===== config.mk =====
export PLATFORM = sky130hd
export DESIGN_NAME = bit_test_skip_if_clear_exec
export DESIGN_NICKNAME = d
export VERILOG_FILES = /design/src/verilog/bit_test_pkg.sv /design/src/verilog/phase_if.sv /design/src/verilog/phase_gen.sv /design/src/verilog/bit_test_skip_if_clear_exec.sv
export VERILOG_INCLUDE_DIRS = /design/src /design/src/verilog
export SDC_FILE = /design/constraint.sdc
export NUM_CORES = 1
export LEC_CHECK = 0
export BUFFER_PORTS_ARGS = -buffer_cell sky130_fd_sc_hd__buf_2
export CAP_MARGIN = 30
export CELL_PAD_IN_SITES_DETAIL_PLACEMENT = 0
export CELL_PAD_IN_SITES_GLOBAL_PLACEMENT = 1
export CORE_ASPECT_RATIO = 1.5
export CORE_UTILIZATION = 31
export CTS_BUF_LIST = sky130_fd_sc_hd__clkbuf_4 sky130_fd_sc_hd__clkbuf_8
export CTS_CLUSTER_SIZE = 10
export DETAILED_ROUTE_END_ITERATION = 8
export GPL_TIMING_DRIVEN = 0
export PLACE_DENSITY = 0.88
export SLEW_MARGIN = 20
export SYNTH_ARGS = -nofsm -noshare
export SYNTH_HDL_FRONTEND = slang
export SYNTH_SLANG_ARGS = --single-unit

===== constraint.sdc =====
create_clock -name MCLK_I -period 1.2 [get_ports MCLK_I]
set_input_delay 0.18 -clock MCLK_I [delete_from_list [all_inputs] [get_ports MCLK_I]]
set_output_delay 0.18 -clock MCLK_I [all_outputs]
set_load 0.01 [all_outputs]

===== src/verilog/bit_test_params.svh =====
// Constants for the bit-test-skip-if-clear execution block
`ifndef BIT_TEST_PARAMS_SVH
`define BIT_TEST_PARAMS_SVH

// ----------------------------------------------------------------------------
// Instruction word layout
// ----------------------------------------------------------------------------
`define BT_WORD_W 14
`define BT_OPC_MSB 13
`define BT_OPC_LSB 10
`define BT_OPC_VAL 4'h6
`define BT_BIT_MSB 9
`define BT_BIT_LSB 7
`define BT_REG_MSB 6
`define BT_REG_LSB 0
`define BT_REG_W 7
`define BT_BIT_W 3
`define BT_DATA_W 8

// ----------------------------------------------------------------------------
// Reset values and phase timing
// ----------------------------------------------------------------------------
`define BT_REG_RST 7'h00
`define BT_BIT_RST 3'h0
`define BT_PHASE_LAST 2'h3
`define BT_PHASE_STEP 2'h1
`define BT_PHASE_RST 2'h0

`endif


===== src/verilog/bit_test_pkg.sv =====
// Types shared by the bit-test-skip-if-clear execution block
package bit_test_pkg;

  // Gray sequence along decode -> test -> skip
  typedef enum logic [1:0] {
    ST_DECODE = 2'h0,
    ST_TEST = 2'h1,
    ST_SKIP = 2'h3
  } exec_state_t;

  typedef enum logic [1:0] {
    PH_Q1 = 2'h0,
    PH_Q2 = 2'h1,
    PH_Q3 = 2'h2,
    PH_Q4 = 2'h3
  } phase_t;

endpackage : bit_test_pkg


===== src/verilog/phase_if.sv =====
// Quadrature phase enables passed from the phase generator to the executor
`timescale 1ns/100ps
interface phase_if;
  logic [1:0] phase;
  logic q1_en;
  logic q2_en;
  logic q3_en;
  logic q4_en;

  modport src (output phase, output q1_en, output q2_en, output q3_en, output q4_en);
  modport dst (input phase, input q1_en, input q2_en, input q3_en, input q4_en);
endinterface : phase_if


===== src/verilog/phase_gen.sv =====
// Four-phase instruction cycle generator
`timescale 1ns/100ps
`include "bit_test_params.svh"
module phase_gen (
  input wire logic clk_i,
  input wire logic rst_i,
  phase_if.src ph
);

  logic [1:0] phase_reg;
  logic [1:0] phase_next;

  always_comb begin
    if (phase_reg == `BT_PHASE_LAST) begin
      phase_next = `BT_PHASE_RST;
    end else begin
      phase_next = phase_reg + `BT_PHASE_STEP;
    end
  end

  always_ff @(posedge clk_i) begin
    if (rst_i) begin
      phase_reg <= `BT_PHASE_RST;
    end else begin
      phase_reg <= phase_next;
    end
  end

  // Each enable is high for exactly the one clock of its phase
  assign ph.phase = phase_reg;
  assign ph.q1_en = (phase_reg == bit_test_pkg::PH_Q1);
  assign ph.q2_en = (phase_reg == bit_test_pkg::PH_Q2);
  assign ph.q3_en = (phase_reg == bit_test_pkg::PH_Q3);
  assign ph.q4_en = (phase_reg == bit_test_pkg::PH_Q4);

endmodule : phase_gen


===== src/verilog/bit_test_skip_if_clear_exec.sv =====
// Execution unit for the bit-test-skip-if-clear instruction
//
// Overview of operation
// - Operands: 7-bit register address, 3-bit bit index
// - Bit one: next instruction runs, no idle cycle
// - Bit zero: discard fetched word, run no-op
// - One word; one cycle, two when skipping
`timescale 1ns/100ps
`include "bit_test_params.svh"
module bit_test_skip_if_clear_exec (
  input wire logic MCLK_I,
  input wire logic RST_I,
  input wire logic [`BT_WORD_W-1:0] INSTR_I,
  input wire logic INSTR_VALID_I,
  input wire logic [`BT_DATA_W-1:0] RDATA_I,
  output logic [`BT_REG_W-1:0] RADDR_O,
  output logic RD_EN_O,
  output logic DECODE_HIT_O,
  output logic TESTED_BIT_O,
  output logic SKIP_TAKEN_O,
  output logic DISCARD_O,
  output logic NOP_CYCLE_O,
  output logic PC_INC_O,
  output logic STATUS_WE_O,
  output logic BUSY_O,
  output logic [1:0] PHASE_O
);

  // --------------------------------------------------------------------------
  // Cycle timing
  // --------------------------------------------------------------------------
  // Q1 edge takes the word, Q2 edge samples the register byte, Q3 edge
  // raises the skip pulse and the Q4 edge either returns to decode or
  // opens the no-op cycle. The no-op cycle lasts one full Q1..Q4 round,
  // so the program counter still steps once per round and the prefetched
  // word is dropped rather than stalled.
  // Limitation: only this one opcode is executed; other words just let
  // the program counter step.

  // --------------------------------------------------------------------------
  // Decode helpers
  // --------------------------------------------------------------------------
  function automatic logic is_bit_test_skip_if_clear(input logic [`BT_WORD_W-1:0] w);
    is_bit_test_skip_if_clear = (w[`BT_OPC_MSB:`BT_OPC_LSB] == `BT_OPC_VAL);
  endfunction : is_bit_test_skip_if_clear

  function automatic logic select_bit(input logic [`BT_DATA_W-1:0] d,
                                      input logic [`BT_BIT_W-1:0] idx);
    select_bit = d[idx];
  endfunction : select_bit

  // --------------------------------------------------------------------------
  // Phase generator
  // --------------------------------------------------------------------------
  phase_if ph ();

  phase_gen u_phase_gen (
    .clk_i(MCLK_I),
    .rst_i(RST_I),
    .ph(ph.src)
  );

  // --------------------------------------------------------------------------
  // State
  // --------------------------------------------------------------------------
  bit_test_pkg::exec_state_t state_reg;
  bit_test_pkg::exec_state_t state_next;
  logic [`BT_REG_W-1:0] reg_addr_reg;
  logic [`BT_REG_W-1:0] reg_addr_next;
  logic [`BT_BIT_W-1:0] bit_idx_reg;
  logic [`BT_BIT_W-1:0] bit_idx_next;
  logic tested_reg;
  logic tested_next;
  logic rd_en_reg;
  logic rd_en_next;
  logic hit_reg;
  logic hit_next;
  logic skip_reg;
  logic skip_next;
  logic discard_reg;
  logic discard_next;
  logic nop_reg;
  logic nop_next;
  logic pc_inc_reg;
  logic pc_inc_next;
  logic busy_reg;
  logic busy_next;
  logic [1:0] phase_reg;
  logic [1:0] phase_next;
  logic status_we_reg;
  logic status_we_next;
  logic accept_word;

  // --------------------------------------------------------------------------
  // Next-state logic
  // --------------------------------------------------------------------------
  always_comb begin
    state_next = state_reg;
    reg_addr_next = reg_addr_reg;
    bit_idx_next = bit_idx_reg;
    tested_next = tested_reg;
    rd_en_next = 1'b0;
    hit_next = 1'b0;
    skip_next = 1'b0;
    discard_next = 1'b0;
    nop_next = nop_reg;
    // Program counter advances once per instruction cycle, no-op cycle included
    pc_inc_next = ph.q4_en;
    busy_next = busy_reg;
    phase_next = ph.phase;
    status_we_next = 1'b0;
    accept_word = ph.q1_en && INSTR_VALID_I && is_bit_test_skip_if_clear(INSTR_I);

    case (state_reg)
      bit_test_pkg::ST_DECODE: begin
        nop_next = 1'b0;
        busy_next = 1'b0;
        if (accept_word) begin
          reg_addr_next = INSTR_I[`BT_REG_MSB:`BT_REG_LSB];
          bit_idx_next = INSTR_I[`BT_BIT_MSB:`BT_BIT_LSB];
          // Read strobe covers Q2 so data is sampled on the Q2 edge
          rd_en_next = 1'b1;
          hit_next = 1'b1;
          busy_next = 1'b1;
          state_next = bit_test_pkg::ST_TEST;
        end
      end

      bit_test_pkg::ST_TEST: begin
        if (ph.q2_en) begin
          tested_next = select_bit(RDATA_I, bit_idx_reg);
        end
        if (ph.q3_en) begin
          skip_next = ~tested_reg;
        end
        if (ph.q4_en) begin
          if (tested_reg) begin
            // Bit set: next word flows straight into decode
            state_next = bit_test_pkg::ST_DECODE;
            busy_next = 1'b0;
          end else begin
            // Bit clear: the prefetched word is thrown away
            discard_next = 1'b1;
            nop_next = 1'b1;
            state_next = bit_test_pkg::ST_SKIP;
          end
        end
      end

      bit_test_pkg::ST_SKIP: begin
        // Whatever sits on the fetch port this cycle is never decoded
        if (ph.q4_en) begin
          nop_next = 1'b0;
          busy_next = 1'b0;
          state_next = bit_test_pkg::ST_DECODE;
        end
      end

      default: begin
        state_next = bit_test_pkg::ST_DECODE;
        nop_next = 1'b0;
        busy_next = 1'b0;
      end
    endcase
  end

  // --------------------------------------------------------------------------
  // Registers
  // --------------------------------------------------------------------------
  always_ff @(posedge MCLK_I) begin
    if (RST_I) begin
      state_reg <= bit_test_pkg::ST_DECODE;
      reg_addr_reg <= `BT_REG_RST;
      bit_idx_reg <= `BT_BIT_RST;
      tested_reg <= 1'b0;
      rd_en_reg <= 1'b0;
      hit_reg <= 1'b0;
      skip_reg <= 1'b0;
      discard_reg <= 1'b0;
      nop_reg <= 1'b0;
      pc_inc_reg <= 1'b0;
      busy_reg <= 1'b0;
      phase_reg <= `BT_PHASE_RST;
      status_we_reg <= 1'b0;
    end else begin
      state_reg <= state_next;
      reg_addr_reg <= reg_addr_next;
      bit_idx_reg <= bit_idx_next;
      tested_reg <= tested_next;
      rd_en_reg <= rd_en_next;
      hit_reg <= hit_next;
      skip_reg <= skip_next;
      discard_reg <= discard_next;
      nop_reg <= nop_next;
      pc_inc_reg <= pc_inc_next;
      busy_reg <= busy_next;
      phase_reg <= phase_next;
      status_we_reg <= status_we_next;
    end
  end

  // --------------------------------------------------------------------------
  // Outputs
  // --------------------------------------------------------------------------
  assign RADDR_O = reg_addr_reg;
  assign RD_EN_O = rd_en_reg;
  assign DECODE_HIT_O = hit_reg;
  assign TESTED_BIT_O = tested_reg;
  assign SKIP_TAKEN_O = skip_reg;
  assign DISCARD_O = discard_reg;
  assign NOP_CYCLE_O = nop_reg;
  assign PC_INC_O = pc_inc_reg;
  assign BUSY_O = busy_reg;
  assign PHASE_O = phase_reg;

  // Status flags are never written by this instruction
  assign STATUS_WE_O = status_we_reg;

endmodule : bit_test_skip_if_clear_exec


* Word level (Yosys, flattened, before mapping)
Index checks and enable logic that the tools add are counted.
Word-level totals: register bits after elaboration 23, bits of input ports 25, output and inout bits 18, word-level logic and storage cells 59
Operators by class: add/subtract/negate cells 1, magnitude comparators 1, eq/ne operators 11, muxes and demuxes 16, bitwise logic cells 5, reductions and logical operators 13
Operators by type and width (count):
- != test 2 bit (second input constant) | 5
- AND reduction 3 bit | 3
- 2-to-1 mux 1 bit | 8
- 2-to-1 mux 2 bit | 4
- equality test 2 bit (second input constant) | 3
- case mux 2 bit (3 select lines) | 1
- OR reduction 3 bit | 2
- inverter 1 bit | 5
- equality test 2 x 1 -> 1 bit (second input constant) | 2
- equality test 4 x 3 -> 1 bit (second input constant) | 1
- logical NOT 2 bit | 2
- < comparator 3 x 4 -> 1 bit (second input constant) | 1
- AND reduction 2 bit | 2
- OR reduction 2 bit | 2
- binary-select mux 1 bit (select 3 bit) | 1
- case mux 1 bit (3 select lines) | 1
- adder 2 x 1 -> 2 bit (second input constant) | 1
- logical AND 1 bit | 2
- case mux 1 bit (2 select lines) | 1

* Logic depth before layout (Yosys ltp)
depth after elaboration 5, mapped depth 6, depth with buffers taken out 5

* Modules after synthesis
A second synthesis with hierarchy kept.
Second synthesis, totals: cell total of the unflattened synthesis 106, area, all modules 998.5 µm²
Modules (own cells, without submodules):
- bit_test_skip_if_clear_exec | instances 1, cells each 96, area each 878.3 µm², sequential area each 420.4 µm²
- phase_gen | instances 1, cells each 10, area each 120.1 µm², sequential area each 40.0 µm²

* Worst setup path before layout
No wires, ideal clock.
path type register -> register, from register bit_idx_reg[0], to register tested_reg (netlist: TESTED_BIT_O), setup time 0.121 ns, arrival time 1.146 ns, data required time 1.079 ns, setup slack -0.067 ns, cell stages (with the launch flop) 4, path buffers 0, period minus slack after synthesis 1.267 ns, path through dfxtp_1 -> mux4_1 -> nor2b_1 -> o41ai_2
Between the ends: longest elaborated chain between the ends 2
Ends and longest elaborated chain:
- start, declared | line bit_test_skip_if_clear_exec.sv:70 | logic [`BT_BIT_W-1:0] bit_idx_reg;
- start signal, assigned | line bit_test_skip_if_clear_exec.sv:174 | bit_idx_reg <= `BT_BIT_RST;
- start signal, assigned | line bit_test_skip_if_clear_exec.sv:188 | bit_idx_reg <= bit_idx_next;
- binary-select mux 1 bit (select 3 bit) | line bit_test_skip_if_clear_exec.sv:49 | select_bit = d[idx];
- 2-to-1 mux 1 bit (implied by the code) | line bit_test_skip_if_clear_exec.sv:49
- end signal, assigned | line bit_test_skip_if_clear_exec.sv:189 | tested_reg <= tested_next;
- end, declared | line bit_test_skip_if_clear_exec.sv:72 | logic tested_reg;
Every way passes these cells. The select of a mux whose other input is x is not followed. A chain may end at the register's enable or synchronous reset.

* Final worst setup path
from register u_phase_gen.phase_reg[0] (netlist: u_phase_gen.ph.phase[0]), to register reg_addr_reg[0] (netlist: RADDR_O[0])
Between the ends: longest elaborated chain between the ends 4
Ends and longest elaborated chain:
- start, declared | line phase_gen.sv:10 | logic [1:0] phase_reg;
- start signal, assigned | line phase_gen.sv:23 | phase_reg <= `BT_PHASE_RST;
- start signal, assigned | line phase_gen.sv:25 | phase_reg <= phase_next;
- logical NOT 2 bit | line phase_gen.sv:31 | assign ph.q1_en = (phase_reg == bit_test_pkg::PH_Q1);
- logical AND 1 bit (2 in a row) | line bit_test_skip_if_clear_exec.sv:112 | accept_word = ph.q1_en && INSTR_VALID_I && is_bit_test_skip_if_clear(INSTR_I);
- AND reduction 2 bit (no line)
- end signal, assigned | line bit_test_skip_if_clear_exec.sv:173 | reg_addr_reg <= `BT_REG_RST;
- end signal, assigned | line bit_test_skip_if_clear_exec.sv:187 | reg_addr_reg <= reg_addr_next;
- end, declared | line bit_test_skip_if_clear_exec.sv:68 | logic [`BT_REG_W-1:0] reg_addr_reg;
Every way passes these cells.

==> impl_results.md <==
* Gpl congestion at roughly 0.70
* Vias in the first global route at 870
* Tmin final at around 1300 ps
* # IOs at 43
* Reg power frac at 52.3%
* Routed wire length at 2.35 mm
* Internal at 1.16 mW
* Pre-CTS setup slack at -224 ps
* Status: finished with violations
* Final setup vio count at 10
* Fill count at 305
* RSZ-0062 raised after global routing: yes
* CTS tree: yes
* Synth Warn # at 0
* Initial antenna violation count at 0
* Sw Ratio at 23.9%
* Worst endpoint data arrival time at around 1500 ps
* Slowest cell on crit path: dfxtp_4
* DRC Markers at 0
* Rows at 24
* Vias per inst at 4.82
* Grt total ovfl at 0
* Mapped Cells at ~110
* Crit share post-route at 106%
* Critical path class: register to register
* I/O Buffers at 41
* Crit path launch type: register
* Crit path max fanout at 5
* Drt pass-1 iters at 4
* Max reg flops at 7
* Core Area at 2970 sq um
* Area of placed instances at 1250 sq um
* Slew HR at about 65%
* CTS H-Tree Depth at 1
* WP data required at 1390 ps
* Clk pwr share at 32.1%
* Post-route setup TNS at -595 ps
* Initial core utilization at 33.2%
* P&R area growth vs syn at 41.4%
* Fin nets at 182
* Diode count at 0
* Die Y at 71.1 um
* CP cell instances: inv_4 -> ha_4 -> and4bb_2 -> buf_6 -> nand3_1 -> a21oi_1
* Combinational power share at about 16%
* LEAKAGE at 0.589 nW
* Die area at about 3400 sq um
* Total number of vias at 920
* Maximum VDD drop at a little over 0.8 mV
* CTS Root Cell: clkbuf_8
* First-pass GRT wire length at roughly 3.6 mm
* Yosys cell types at 28
* Seq cells post-synth at 23
* Post-DR wirelength/cell at 12.3 um
* Syn Nets at between 100 and 150
* Mean Syn Cell Area at ~9.4 sq um
* Pin count of the biggest net entering global routing at 13
* Final ANT Viol Nets at 0
* Post-route cell area at 1400 sq um
* Clock Path Buffers at 2
* Starting DRT DRC Count at 8
* Sw power at 0.366 mW
* Layout cell share with drive strength beyond 1 at 48.0%
* Setup ws final at -72.7 ps
* Failing checks: negative setup slack
* Detailed Place HPWL at 1.75 mm
* Worst-skew pair later-pin latency at 260 ps
* Synthesized cell area at 987 sq um
* GRT Util Overall at between 10 and 15%
* Pwr per Cell Area at 1090 nW/um^2
* Final hold vios at 0
* Hold_buf cts at 0
* Hold Crit Class: input pin to register
* Max-cap violations at 0
* Num Clock Sinks at 23
* Worst-path clk slew at 80 ps
* Max Fclk at 786 MHz
* Die Span X at 48.1 um
* Largest stage delay, worst path at 370 ps
* Final Max Tran Viols at 0
* Post-synthesis sequential area ratio at between 40 and 50%
* Clock Skews at just over 0.8 ps
* Num CTS Buffers at 3
* Setup crit end kind: register
* Slew @ Worst Pin at roughly 530 ps
==> stage by stage <==
step	total power, mW	std cells	utilization (%)	hold slack [ps]
2_1_floorplan	0.921	105	-	279
6_report	1.53	191	47.0	164
4_1_cts	1.53	190	45.3	162
3_3_place_gp	0.994	185	41.9	421
5_1_grt	1.59	191	47.0	160
3_5_place_dp	1.00	185	41.9	425
==> layout make-up <==
cell class	instances	area [sq um]	area share, %
Inverter	3	13.8	0.986
Timing Repair Buffer	45	239	17.1
Clock buffer	4	48.8	3.49
Tap cell	39	48.8	3.49
Sequential cell	23	469	33.6
Multi-Input combinational cell	70	527	37.7
Buffer	7	50.0	3.58
==> path summary, 6_finish.rpt <==
check / from / endpoint / slack (ps) / depth (start not counted)
worst max-delay path: u_phase_gen.ph.phase[0] / RADDR_O[0] / -70 / 6
worst min-delay path: INSTR_I[2] / RADDR_O[2] / 160 / 3
worst max register to register: u_phase_gen.ph.phase[0] / RADDR_O[0] / -70 / 6
worst min register to register: u_phase_gen.ph.phase[0] / u_phase_gen.ph.phase[0] / 460 / 1
==> cells in the final DEF (no fill, tap or decap), drive strengths merged, types with 2 or more instances in the layout <==
master,n
a21oi,13
and3,2
buf,50
clkbuf,6
dfxtp,23
ha,4
inv,3
mux2i,3
nand2,2
nand3,11
nand3b,2
nand4bb,2
nor2,6
nor2b,4
o21ai,11
==> repair_timing <==
| item | in CTS | in global routing |
|---|---|---|
| setup endpoints to repair | 14 | 14 |
| buffers inserted | 2 | 1 |
| pin swaps | 1 | 8 |
| resized for setup | 11 | 11 |
| gates cloned | 1 | 0 |
==> layer usage <==
layer  track usage (%)  share of wire [%]  vias up
met3              1.53                4.4        2
met5                 0                  0        -
li1                  -                  -      460
met4              5.56               0.81        0
met2              24.3                 53       30
met1              16.6                 42      428
==> power by group through the flow <==
stage | clock (mW) | combinational (mW) | sequential (mW)
2_1_floorplan | 0 | 0.103 | 0.818
3_3_place_gp | 0 | 0.181 | 0.814
3_5_place_dp | 0 | 0.188 | 0.815
4_1_cts | 0.495 | 0.231 | 0.800
5_1_grt | 0.530 | 0.264 | 0.801
6_report | 0.491 | 0.238 | 0.798
==> Yosys cell counts <==
cell / n / area share, %
dfxtp_1: 23 / 47
a21oi_1: 13 / 6.6
nand3_1: 11 / 5.6
o21ai_0: 8 / 4.1
nor2_1: 6 / 2.3
clkbuf_1: 4 / 1.5
ha_1: 4 / 5.1
nor2b_1: 4 / 2.5
inv_1: 3 / 1.1
mux2i_1: 3 / 3.0
o21ai_1: 3 / 1.5
and3_1: 2 / 1.3
buf_2: 2 / 1.0
buf_4: 2 / 1.5
nand2_1: 2 / 0.76
nand3b_1: 2 / 1.5
nand4bb_1: 2 / 2.3
a211oi_1: 1 / 0.76
a22o_1: 1 / 0.89
and4bb_2: 1 / 1.3
buf_6: 1 / 1.1
conb_1: 1 / 0.38
mux4_1: 1 / 2.7
nand2b_1: 1 / 0.63
nor3_1: 1 / 0.51
nor3b_1: 1 / 0.76
nor4bb_1: 1 / 1.0
o41ai_2: 1 / 1.6
==> logic make-up after synthesis <==
logic type / synth area share, %
AO/OA/AOI/OAI: 15.5
flip-flops: 46.6
adder cells (fa/ha/maj): 5.07
multiplexers: 5.70
AND/OR/NAND/NOR: 20.4
other: 0.380
buffers and inverters: 6.34
==> critical path, delay by kind of cell, from the launching register on <==
kind                     cells  cell delay (ps)
adder cells (fa/ha/maj)      1              140
flip-flops                   1              370
buffers and inverters        2              200
AO/OA/AOI/OAI                1              130
AND/OR/NAND/NOR              2              360
Note: power is estimated with default switching activity, not from simulation.
